### src/sfs_pkg.sv
package sfs_pkg;
    localparam int SFS_CHANNELS = 5;
    localparam int SFS_CLK_MHZ = 125;
    // Undervoltage and overvoltage deglitch, nominal figure
    localparam int SFS_UVOV_DGL_NS = 3500;
    localparam int SFS_UVOV_DGL_CYC = SFS_UVOV_DGL_NS * SFS_CLK_MHZ / 1000;
    // Charge pump deglitch, nominal figure
    localparam int SFS_CP_DGL_NS = 4000;
    localparam int SFS_CP_DGL_CYC = SFS_CP_DGL_NS * SFS_CLK_MHZ / 1000;
    localparam int SFS_DGL_W = 10;
    // Auto-restart in Fail mode: nominal 64 ms, window 48 to 80 ms
    localparam int SFS_RESTART_MS = 64;
    localparam int SFS_RESTART_CYC = SFS_RESTART_MS * SFS_CLK_MHZ * 1000;
    localparam int SFS_RESTART_W = 23;
    localparam logic SFS_FLAG_RST = 1'h0;
    localparam logic [SFS_CHANNELS-1:0] SFS_OUT_RST = 5'h00;
    // Synchroniser reset: pump bit reads bad, so power-up waits for a real good level
    localparam logic [2:0] SFS_SYNC_RST = 3'h4;
endpackage

### src/sfs_dgl_if.sv
`timescale 1ns/100ps
`default_nettype none
interface sfs_dgl_if;
    logic raw;
    logic hit;
    modport filt (input raw, output hit);
    modport user (output raw, input hit);
endinterface
`default_nettype wire

### src/sfs_deglitch.sv
`timescale 1ns/100ps
`default_nettype none
module sfs_deglitch
    import sfs_pkg::*;
#(
    parameter int COUNT = SFS_UVOV_DGL_CYC
)(
    input wire logic clk_i,
    input wire logic reset_i,
    sfs_dgl_if.filt dgl
);
    logic [SFS_DGL_W-1:0] cnt_reg;
    logic [SFS_DGL_W-1:0] cnt_next;
    localparam logic [SFS_DGL_W-1:0] LIMIT = SFS_DGL_W'(COUNT);

    // Counter restarts on any drop, saturates at the limit
    always_comb
    begin
        if (!dgl.raw)
            cnt_next = '0;
        else if (cnt_reg == LIMIT)
            cnt_next = cnt_reg;
        else
            cnt_next = cnt_reg + SFS_DGL_W'(1);
    end

    always_ff @(posedge clk_i)
    begin
        if (reset_i)
            cnt_reg <= '0;
        else
            cnt_reg <= cnt_next;
    end

    assign dgl.hit = (cnt_reg == LIMIT);

    property p_drop_clears;
        @(posedge clk_i) disable iff (reset_i) !dgl.raw |=> !dgl.hit;
    endproperty
    a_drop_clears: assert property (p_drop_clears) else $error("filter hit after drop");

    property p_hit_needs_run;
        @(posedge clk_i) disable iff (reset_i) $rose(dgl.hit) |-> $past(dgl.raw, 2) && $past(dgl.raw);
    endproperty
    a_hit_needs_run: assert property (p_hit_needs_run) else $error("hit without steady input");
endmodule // sfs_deglitch
`default_nettype wire

### src/sfs_supervisor.sv
`timescale 1ns/100ps
`default_nettype none
module sfs_supervisor
    import sfs_pkg::*;
#(
    parameter int RESTART_CYCLES = SFS_RESTART_CYC,
    parameter int UVOV_DGL_CYCLES = SFS_UVOV_DGL_CYC,
    parameter int CP_DGL_CYCLES = SFS_CP_DGL_CYC
)(
    input wire logic clk_i,
    input wire logic reset_i,
    input wire logic battery_low_i,
    input wire logic battery_high_i,
    input wire logic pump_bad_i,
    input wire logic normal_mode_i,
    input wire logic [SFS_CHANNELS-1:0] on_write_i,
    input wire logic [SFS_CHANNELS-1:0] on_value_i,
    input wire logic quick_status_read_i,
    input wire logic device_status_read_i,
    output logic [SFS_CHANNELS-1:0] power_outputs_o,
    output logic [SFS_CHANNELS-1:0] high_overcurrent_window_o,
    output logic battery_low_flag_o,
    output logic battery_high_flag_o,
    output logic pump_failure_flag_o,
    output logic device_fault_summary_flag_o
);
    localparam logic [SFS_RESTART_W-1:0] RESTART_LAST = SFS_RESTART_W'(RESTART_CYCLES - 1);

    // Set wins over clear; a read clears only once the cause is gone
    function automatic logic latch_flag(input logic flag, input logic set,
                                        input logic rd, input logic cause);
        latch_flag = set | (flag & ~(rd & ~cause));
    endfunction

    // Two-stage synchronisers for the comparator pins
    logic [2:0] sync1_reg;
    logic [2:0] sync2_reg;

    always_ff @(posedge clk_i)
    begin
        if (reset_i)
        begin
            sync1_reg <= SFS_SYNC_RST;
            sync2_reg <= SFS_SYNC_RST;
        end
        else
        begin
            sync1_reg <= {pump_bad_i, battery_high_i, battery_low_i};
            sync2_reg <= sync1_reg;
        end
    end

    sfs_dgl_if uv_if ();
    sfs_dgl_if ov_if ();
    sfs_dgl_if cp_if ();
    assign uv_if.raw = sync2_reg[0];
    assign ov_if.raw = sync2_reg[1];
    assign cp_if.raw = sync2_reg[2];

    sfs_deglitch #(.COUNT(UVOV_DGL_CYCLES)) u_uv (.clk_i(clk_i), .reset_i(reset_i), .dgl(uv_if));
    sfs_deglitch #(.COUNT(UVOV_DGL_CYCLES)) u_ov (.clk_i(clk_i), .reset_i(reset_i), .dgl(ov_if));
    sfs_deglitch #(.COUNT(CP_DGL_CYCLES)) u_cp (.clk_i(clk_i), .reset_i(reset_i), .dgl(cp_if));

    logic uv_hit;
    logic ov_hit;
    logic cp_hit;
    assign uv_hit = uv_if.hit;
    assign ov_hit = ov_if.hit;
    assign cp_hit = cp_if.hit;

    logic [SFS_CHANNELS-1:0] cmd_on_reg;
    logic [SFS_CHANNELS-1:0] cmd_on_next;
    logic block_reg;
    logic block_next;
    logic settled_reg;
    logic settled_next;
    logic [SFS_RESTART_W-1:0] restart_cnt_reg;
    logic [SFS_RESTART_W-1:0] restart_cnt_next;
    logic [SFS_CHANNELS-1:0] out_reg;
    logic [SFS_CHANNELS-1:0] out_next;
    logic [SFS_CHANNELS-1:0] window_reg;
    logic [SFS_CHANNELS-1:0] window_next;
    logic low_flag_reg;
    logic low_flag_next;
    logic high_flag_reg;
    logic high_flag_next;
    logic pump_flag_reg;
    logic pump_flag_next;
    logic summary_reg;
    logic summary_next;
    logic host_on;
    logic enable;

    always_comb
    begin
        host_on = |(on_write_i & on_value_i);
        // Commands are always stored, so they wait out pump faults
        cmd_on_next = (cmd_on_reg & ~on_write_i) | (on_value_i & on_write_i);
        settled_next = settled_reg | ~sync2_reg[2];
        block_next = block_reg;
        restart_cnt_next = '0;
        if (uv_hit)
            block_next = 1'b1;
        else if (block_reg && normal_mode_i)
        begin
            if (host_on)
                block_next = 1'b0;
        end
        else if (block_reg)
        begin
            if (restart_cnt_reg == RESTART_LAST)
                block_next = 1'b0;
            else
                restart_cnt_next = restart_cnt_reg + SFS_RESTART_W'(1);
        end
        enable = settled_next && !block_next && !cp_hit && !uv_hit;
        out_next = enable ? cmd_on_next : SFS_OUT_RST;
        window_next = out_next & ~out_reg;
        low_flag_next = latch_flag(low_flag_reg, uv_hit, device_status_read_i, uv_hit);
        high_flag_next = latch_flag(high_flag_reg, ov_hit, device_status_read_i, ov_hit);
        pump_flag_next = latch_flag(pump_flag_reg, cp_hit, quick_status_read_i, cp_hit);
        summary_next = low_flag_next | high_flag_next | pump_flag_next;
    end

    always_ff @(posedge clk_i)
    begin
        if (reset_i)
        begin
            cmd_on_reg <= SFS_OUT_RST;
            settled_reg <= 1'b0;
            block_reg <= 1'b0;
            restart_cnt_reg <= '0;
            out_reg <= SFS_OUT_RST;
            window_reg <= SFS_OUT_RST;
            low_flag_reg <= SFS_FLAG_RST;
            high_flag_reg <= SFS_FLAG_RST;
            pump_flag_reg <= SFS_FLAG_RST;
            summary_reg <= SFS_FLAG_RST;
        end
        else
        begin
            cmd_on_reg <= cmd_on_next;
            settled_reg <= settled_next;
            block_reg <= block_next;
            restart_cnt_reg <= restart_cnt_next;
            out_reg <= out_next;
            window_reg <= window_next;
            low_flag_reg <= low_flag_next;
            high_flag_reg <= high_flag_next;
            pump_flag_reg <= pump_flag_next;
            summary_reg <= summary_next;
        end
    end

    assign power_outputs_o = out_reg;
    assign high_overcurrent_window_o = window_reg;
    assign battery_low_flag_o = low_flag_reg;
    assign battery_high_flag_o = high_flag_reg;
    assign pump_failure_flag_o = pump_flag_reg;
    assign device_fault_summary_flag_o = summary_reg;

    property p_uv_off;
        @(posedge clk_i) disable iff (reset_i) uv_hit |=> out_reg == 5'h00;
    endproperty
    a_uv_off: assert property (p_uv_off) else $error("outputs on under undervoltage");

    property p_uv_flag;
        @(posedge clk_i) disable iff (reset_i) uv_hit |=> low_flag_reg && summary_reg;
    endproperty
    a_uv_flag: assert property (p_uv_flag) else $error("battery low flag missing");

    property p_normal_hold;
        @(posedge clk_i) disable iff (reset_i)
            block_reg && normal_mode_i && !host_on |=> block_reg && out_reg == 5'h00;
    endproperty
    a_normal_hold: assert property (p_normal_hold) else $error("restart without host write");

    property p_flag_latched;
        @(posedge clk_i) disable iff (reset_i)
            (low_flag_reg && !device_status_read_i) || uv_hit |=> low_flag_reg;
    endproperty
    a_flag_latched: assert property (p_flag_latched) else $error("battery low flag dropped");

    property p_auto_restart;
        @(posedge clk_i) disable iff (reset_i)
            block_reg && !normal_mode_i && !uv_hit && restart_cnt_reg == RESTART_LAST
            |=> !block_reg;
    endproperty
    a_auto_restart: assert property (p_auto_restart) else $error("auto-restart missed");

    property p_ov_flag;
        @(posedge clk_i) disable iff (reset_i) ov_hit |=> high_flag_reg && summary_reg;
    endproperty
    a_ov_flag: assert property (p_ov_flag) else $error("battery high flag missing");

    property p_summary;
        @(posedge clk_i) disable iff (reset_i)
            summary_reg == (low_flag_reg | high_flag_reg | pump_flag_reg);
    endproperty
    a_summary: assert property (p_summary) else $error("summary flag mismatch");

    property p_unsettled_off;
        @(posedge clk_i) disable iff (reset_i) !settled_reg |-> out_reg == 5'h00;
    endproperty
    a_unsettled_off: assert property (p_unsettled_off) else $error("output on before pump settled");

    property p_cp_off;
        @(posedge clk_i) disable iff (reset_i) cp_hit |=> out_reg == 5'h00 && pump_flag_reg;
    endproperty
    a_cp_off: assert property (p_cp_off) else $error("pump failure not acted on");

    property p_pending_runs;
        @(posedge clk_i) disable iff (reset_i)
            cp_hit ##1 (!cp_hit && settled_reg && !block_reg && !uv_hit && on_write_i == 5'h00)
            |=> out_reg == cmd_on_reg && window_reg == cmd_on_reg;
    endproperty
    a_pending_runs: assert property (p_pending_runs) else $error("held command not run");

    property p_pump_latched;
        @(posedge clk_i) disable iff (reset_i)
            pump_flag_reg && (cp_hit || !quick_status_read_i) |=> pump_flag_reg;
    endproperty
    a_pump_latched: assert property (p_pump_latched) else $error("pump flag dropped");

    c_uv_shutdown: cover property (@(posedge clk_i) disable iff (reset_i) $rose(uv_hit) && out_reg != 5'h00);
    c_auto_restart: cover property (@(posedge clk_i) disable iff (reset_i) $fell(block_reg) && !normal_mode_i);
    c_cp_recover: cover property (@(posedge clk_i) disable iff (reset_i) $fell(cp_hit) ##1 window_reg != 5'h00);
    c_flag_clear: cover property (@(posedge clk_i) disable iff (reset_i) $fell(low_flag_reg));
endmodule // sfs_supervisor
`default_nettype wire

### config.mk
export PLATFORM = sky130hd
export DESIGN_NAME = sfs_supervisor
export DESIGN_NICKNAME = d
export VERILOG_FILES = /design/src/sfs_pkg.sv /design/src/sfs_dgl_if.sv /design/src/sfs_deglitch.sv /design/src/sfs_supervisor.sv
export SDC_FILE = /design/constraint.sdc
export NUM_CORES = 1
export LEC_CHECK = 0
export BUFFER_PORTS_ARGS = -buffer_cell sky130_fd_sc_hd__buf_4
export CORE_UTILIZATION = 63
export CTS_CLUSTER_DIAMETER = 30
export CTS_CLUSTER_SIZE = 12
export DETAILED_ROUTE_END_ITERATION = 10
export GPL_TIMING_DRIVEN = 1
export PLACE_DENSITY = 0.82
export SYNTH_ARGS = -nofsm -noshare
export SYNTH_HDL_FRONTEND = slang
export SYNTH_SLANG_ARGS = --single-unit
### constraint.sdc
create_clock -name clk_i -period 4.6 [get_ports clk_i]
set_clock_uncertainty 0.05 [all_clocks]
set_input_delay 0.46 -clock clk_i [delete_from_list [all_inputs] [get_ports clk_i]]
set_output_delay 0.46 -clock clk_i [all_outputs]
set_load 0.005 [all_outputs]
==> run metrics, run 1 <==
status=finished clean; Net count, final=414; Critical Path Max Stage Delay=0.72 ns; internal power=between 0.9 and 1 mW; CTS H-Tree Depth=3; most common cell after layout, fill and taps aside=dfxtp_1; Starting Density=0.657; Root Buffer Master=clkbuf_8; crit path cell chain=ha_1 -> nand4b_1 -> or4_1 -> nand2b_1 -> nor3_1; DRC=0; clk sinks=80; pin count of the biggest net entering global routing=35; Slew headroom=0.381; share of synthesized flip-flops with an asynchronous set or reset=0; first-pass GRT wire length=~10000 um; clock tree buffer depth=2; initial antenna violation count=0; routed len/inst=between 10 and 15 um; Design Area, Final=about 3800 um^2; Post-Syn Area per Cell=slightly above 9 um^2; first drt pass iteration count=4; total gr overflow=0; startpoint types=flip-flop; # rows=26; post-CTS sizing=0; Mapped Cells=roughly 360; minimum clock period=2.31 ns; area delta synth->final=12.9%; vias in the first global route=~2.4k; Req. time, crit path=about 4.7 ns; Power, Total=~1.2 mW; final cell count without fillers=roughly 460; Placed Cells=between 400 and 500; worst-path fanout max=23; Clk network pwr share=0.380; Combinational Power Share=0.041; Final Max Tran Viols=0; placed cell area=between 3000 and 4000 um^2; CP max-delay cell=nand2b_1; Final Setup Violations=0; sequential share of power=0.579; DR vias/cell=5.78; top_reg_cell synth=dfxtp_1; Register Area=1600 um^2; hold_buf cts=0; sequential share of the synthesized area=0.474; sum of negative setup slack=0 ns; Power Density=approximately 320 nW/um^2; Yosys cell types=44; Worst-Margin Slew=between 0.9 and 1 ns; P_sw=between 0.2 and 0.3 mW; DRT iter0 DRCs=112; full die area=about 5700 um^2; Final Hold Fails=0; Peak Freq=approximately 0.43 GHz; clk_lat worst skew=0.35 ns; most frequent cells in the layout=dfxtp_1, buf_4, nor2_1, nand3_1, xor2_1; area of the multi-input gates=~1700 um^2; Total GRT Usage=0.246; CTS Buf Count=9; DR vias=about 2.7k; Post-Syn Area=between 3000 and 4000 um^2; switch share=0.233; CP Class=flip-flop to flip-flop; Min Hold Slack=~0.24 ns; Final Cycle Share=0.503; hpwl dp=4470 um; CP bufs+invs=0; Ports=32; layout cells sized above 1=0.150; die width=approximately 75 um; Worst Setup End Kind=flip-flop; family with the most delay on the worst path=simple AND/OR/NAND/NOR gates; Filler cells=390; Worst VDD drop=around 0.27 mV; Port Buffers=31; post-CTS setup buffer count=0; Diodes inserted=0; Synth Warn #=0; number of max-cap violations=0; TritonCTS clock tree=yes; Total Wirelength=6550 um; number of flops mapped to enable cells by yosys=0; total leakage power=1.34 nW; core outline area=a little over 5000 um^2; Reg clk slew, reported paths=roughly 0.080 ns; #FFs+latches synth=80; crit path DAT=roughly 2.5 ns; RSZ-0062 raised after global routing=false; post-synthesis net count=388; Hold Crit Class=input pin to flip-flop; gp weighted congestion=around 0.82; Largest register FFs=23; die height=between 70 and 80 um; Antenna Nets Post-Route=0
==> per-layer routing <==
metal | track usage | share of wire
met5 | 0 | 0
met4 | 0.117 | 0.020
met3 | 0.0442 | 0.034
met2 | 0.418 | 0.49
met1 | 0.303 | 0.46
==> through the flow <==
step | setup WS (ns) | utilization
finish | 2.29 | 0.742
global route | 2.11 | 0.742
CTS | 2.27 | 0.742
detailed placement | 2.30 | 0.707
global placement | 2.36 | 0.707
floorplan | 2.76 | -
==> cells by family (layout without fill, tap and decap cells) <==
family,after synthesis,in the layout,share of synthesized area
mux,6,6,0.0178
simple gates,171,171,0.282
xor+xnor,31,31,0.0803
buf+inv,24,55,0.0292
fa+ha+maj,7,7,0.0259
compound gates,44,44,0.0903
flops,80,80,0.474
==> worst register-to-register path: stages (launching register included) <==
cell and delay [ns]:
dfxtp_1 0.40, ha_1 0.17, nand4b_1 0.11, or4_1 0.57
nand2b_1 0.72, nor3_1 0.15
==> cells in the mapped netlist, types with 2 or more instances <==
library cell  count  area [um^2]
a211oi_1          8         60.1
nor4_1            2         12.5
nand2b_1          9         56.3
nand2_1          17         63.8
inv_1             7         26.3
buf_2             7         35.0
o31ai_1           4         30.0
or3_1            11         68.8
and4_1            6         52.6
nor2b_1           5         31.3
or2_2             3         18.8
clkbuf_1          9         33.8
nand4_1          13         81.3
nor4b_1           2         17.5
a21oi_1          13         65.1
a31oi_1           3         18.8
ha_1              7         87.6
a211oi_2          2         25.0
or4_1             4         30.0
nand3_1          29          145
nor3_1           18         90.1
nor2_1           31          116
mux2i_1           6         60.1
o21ai_0           9         45.0
nor3b_1          10         75.1
dfxtp_1          80         1600
xnor2_1           9         78.8
xor2_1           22          193
and3_1            2         12.5
==> power by group through the flow <==
stage               Clock (mW)  Combinational (mW)  Sequential, mW
finish                   0.464              0.0504           0.708
global placement             0              0.0493           0.724
global route             0.499              0.0560           0.709
CTS                      0.471              0.0511           0.708
floorplan                    0              0.0285           0.723
detailed placement           0              0.0505           0.724
==> final cells by class <==
class / count / share of cell area
Clock inverter: 6 / 0.0112
Multi-Input combinational cell: 259 / 0.440
Timing Repair Buffer: 32 / 0.0630
Sequential cell: 80 / 0.420
Tap cell: 70 / 0.0230
Clock buffer: 10 / 0.0361
Inverter: 7 / 0.00689
==> final timing paths <==
| check | start | endpoint | slack [ns] | cells past startpoint |
|---|---|---|---|---|
| min | pump_bad_i | sync1_reg[2] | 0.24 | 2 |
| min reg2reg | sync1_reg[2] | sync2_reg[2] | 0.37 | 1 |
| max | u_uv.cnt_reg[0] | restart_cnt_reg[13] | 2.29 | 5 |
| max reg2reg | u_uv.cnt_reg[0] | restart_cnt_reg[13] | 2.29 | 5 |
No activity file was read; power rests on OpenSTA's default activity.
==> inputs of run 2 (changes only) <==
CORE_UTILIZATION = 58   (was 63)
PLACE_DENSITY = 0.76   (was 0.82)
clock period = 2.4 ns   (was 4.6 ns; I/O delays follow)
==> run 2 against run 1 <==
- sequential power up 92%
- cell area rose by 1.1%
- utilization decreased by 5.0 points
- worst hold slack lost 0.20 ns
- combinational power is 92% higher
- critical path depth did not move
- clock-buffer cell count increased by 1
- worst setup slack got worse by 1.9 ns
- global-route usage is 2.7 points lower
- power up 99%
- first-iteration DRC count grew 1.8%
- critical endpoint is now restart_cnt_reg[20]
==> run metrics, run 2 (synthesis results as in run 1) <==
Worst VDD drop=0.354 mV (was 0.266 mV); switch share=0.217 (was 0.233); crit path DAT=2.24 ns (was 2.45 ns); hpwl dp=4290 um (was 4470 um); clk_lat worst skew=0.34 ns (was 0.35 ns); worst r2r path cells=5 (unchanged); first drt pass iteration count=4 (unchanged); TritonCTS clock tree=yes (unchanged); full die area=6140 um^2 (was 5660 um^2); P_sw=0.527 mW (was 0.284 mW); Hold Crit Class=input pin to flip-flop (unchanged); post-CTS setup buffer count=0 (unchanged); met1 Usage GRT=0.283 (was 0.303); Final Setup Violations=0 (unchanged); hold_buf cts=0 (unchanged); number of max-cap violations=0 (unchanged); CTS H-Tree Depth=3 (unchanged); Worst Setup End Kind=flip-flop (unchanged); Net count, final=417 (was 414); Slew headroom=0.669 (was 0.381); total leakage power=1.36 nW (was 1.34 nW); most common cell after layout, fill and taps aside=dfxtp_1 (unchanged); DRC=0 (unchanged); Combinational Power Share=0.040 (was 0.041); Largest register FFs=23 (unchanged); Peak Freq=0.494 GHz (was 0.433 GHz); clock tree buffer depth=2 (unchanged); die width=78.3 um (was 75.2 um); WHS Path Cells=2 (unchanged); startpoint types=flip-flop (unchanged); gp weighted congestion=0.817 (was 0.822); Diodes inserted=0 (unchanged); total gr overflow=0 (unchanged); Clk network pwr share=0.402 (was 0.380); Layout Utilization=0.692 (was 0.742); Final Max Tran Viols=0 (unchanged); internal power=1.90 mW (was 0.938 mW); status=finished clean (unchanged); worst-path fanout max=7 (was 23); Total Wirelength=6270 um (was 6550 um); Final Cycle Share=0.844 (was 0.503); first-pass GRT wire length=10600 um (was 10400 um); post-CTS sizing=0 (unchanged); Power Density=630 nW/um^2 (was 320 nW/um^2); minimum clock period=2.03 ns (was 2.31 ns); layout cells sized above 1=0.154 (was 0.150); Total GRT Usage=0.219 (was 0.246); Worst-Margin Slew=0.492 ns (was 0.929 ns); M2 GR Usage=0.348 (was 0.418); CP Class=flip-flop to flip-flop (unchanged); GRT met3 Usage=0.0419 (was 0.0442); # rows=27 (was 26); DR vias=2633 (was 2684); sequential share of power=0.558 (was 0.579); sum of negative setup slack=0 ns (unchanged); CTS Buf Count=9 (unchanged); DR vias/cell=5.61 (was 5.78); Root Buffer Master=clkbuf_8 (unchanged); Antenna Nets Post-Route=0 (unchanged); layer with the highest usage=met2 (unchanged); Req. time, crit path=2.61 ns (was 4.74 ns); most frequent cells in the layout=dfxtp_1, buf_4, nor2_1, nand3_1, xor2_1 (unchanged); Power, Total=2.43 mW (was 1.22 mW); Starting Density=0.606 (was 0.657); Ports=32 (unchanged); clk sinks=80 (unchanged); RSZ-0062 raised after global routing=false (unchanged); area delta synth->final=14.1% (was 12.9%); Reg clk slew, reported paths=0.08 ns (about the same); Final Hold Fails=0 (unchanged); initial antenna violation count=0 (unchanged); Port Buffers=31 (unchanged); DRT iter0 DRCs=114 (was 112); routed len/inst=13.4 um (was 14.1 um); core outline area=5570 um^2 (was 5140 um^2); die height=78.3 um (was 75.2 um); pin count of the biggest net entering global routing=24 (was 35); vias in the first global route=2444 (was 2382)
==> run 2: cell types whose count changed in the layout (fill, tap and decap cells not counted) <==
cell,previous run,this run
bufinv_16,0,1
clkinvlp_4,2,1
clkbuf_1,0,1
inv_6,1,0
buf_4,32,35
==> run 2: cell type report <==
class,count,area [um^2]
inverter,7,26.3
tap,72,90.1
timing repair buffer,35,263
sequential,80,1600
clock inverter,5,56.3
multi-input combinational,259,1680
clock buffer,11,141
fill,477,1720
==> run 2: metal layers <==
| layer | wire length [um] | share of wire |
|---|---|---|
| met5 | 0 | 0 |
| met2 | 2930 | 0.47 |
| met3 | 187 | 0.030 |
| met4 | 76 | 0.012 |
| met1 | 3070 | 0.49 |
==> run 2: metrics by stage <==
stage / hold WS, ns / area, um^2 / instances / setup slack, ns
global route: 0.0307 / 3860 / 469 / 0.222
detailed placement: 0.358 / 3660 / 453 / 0.396
global placement: 0.346 / 3660 / 453 / 0.513
CTS: 0.0274 / 3860 / 469 / 0.376
floorplan: 0.294 / 3380 / 363 / 0.555
finish: 0.0398 / 3860 / 469 / 0.374
==> run 2: final timing paths <==
kind	startpoint	to	slack [ns]
worst min register to register	sync1_reg[2]	sync2_reg[2]	0.37
worst max register to register	restart_cnt_reg[0]	restart_cnt_reg[20]	0.37
worst min-delay path	pump_bad_i	sync1_reg[2]	0.04
worst max-delay path	restart_cnt_reg[0]	restart_cnt_reg[20]	0.37
==> run 2: power groups by stage <==
stage / Clock (mW) / Combinational (mW) / Sequential (mW)
3_5_place_dp: 0 / 0.0974 / 1.39
2_1_floorplan: 0 / 0.0546 / 1.39
5_1_grt: 1.06 / 0.110 / 1.36
4_1_cts: 1.00 / 0.0983 / 1.36
6_report: 0.976 / 0.0970 / 1.36
3_3_place_gp: 0 / 0.0964 / 1.39
==> run 2: critical path, cell delays in order, from the launching register on <==
cell and delay [ns]:
dfxtp_1 0.38, ha_1 0.22, and4_1 0.36, nand4_1 0.21, or4_4 0.52, a211oi_2 0.22
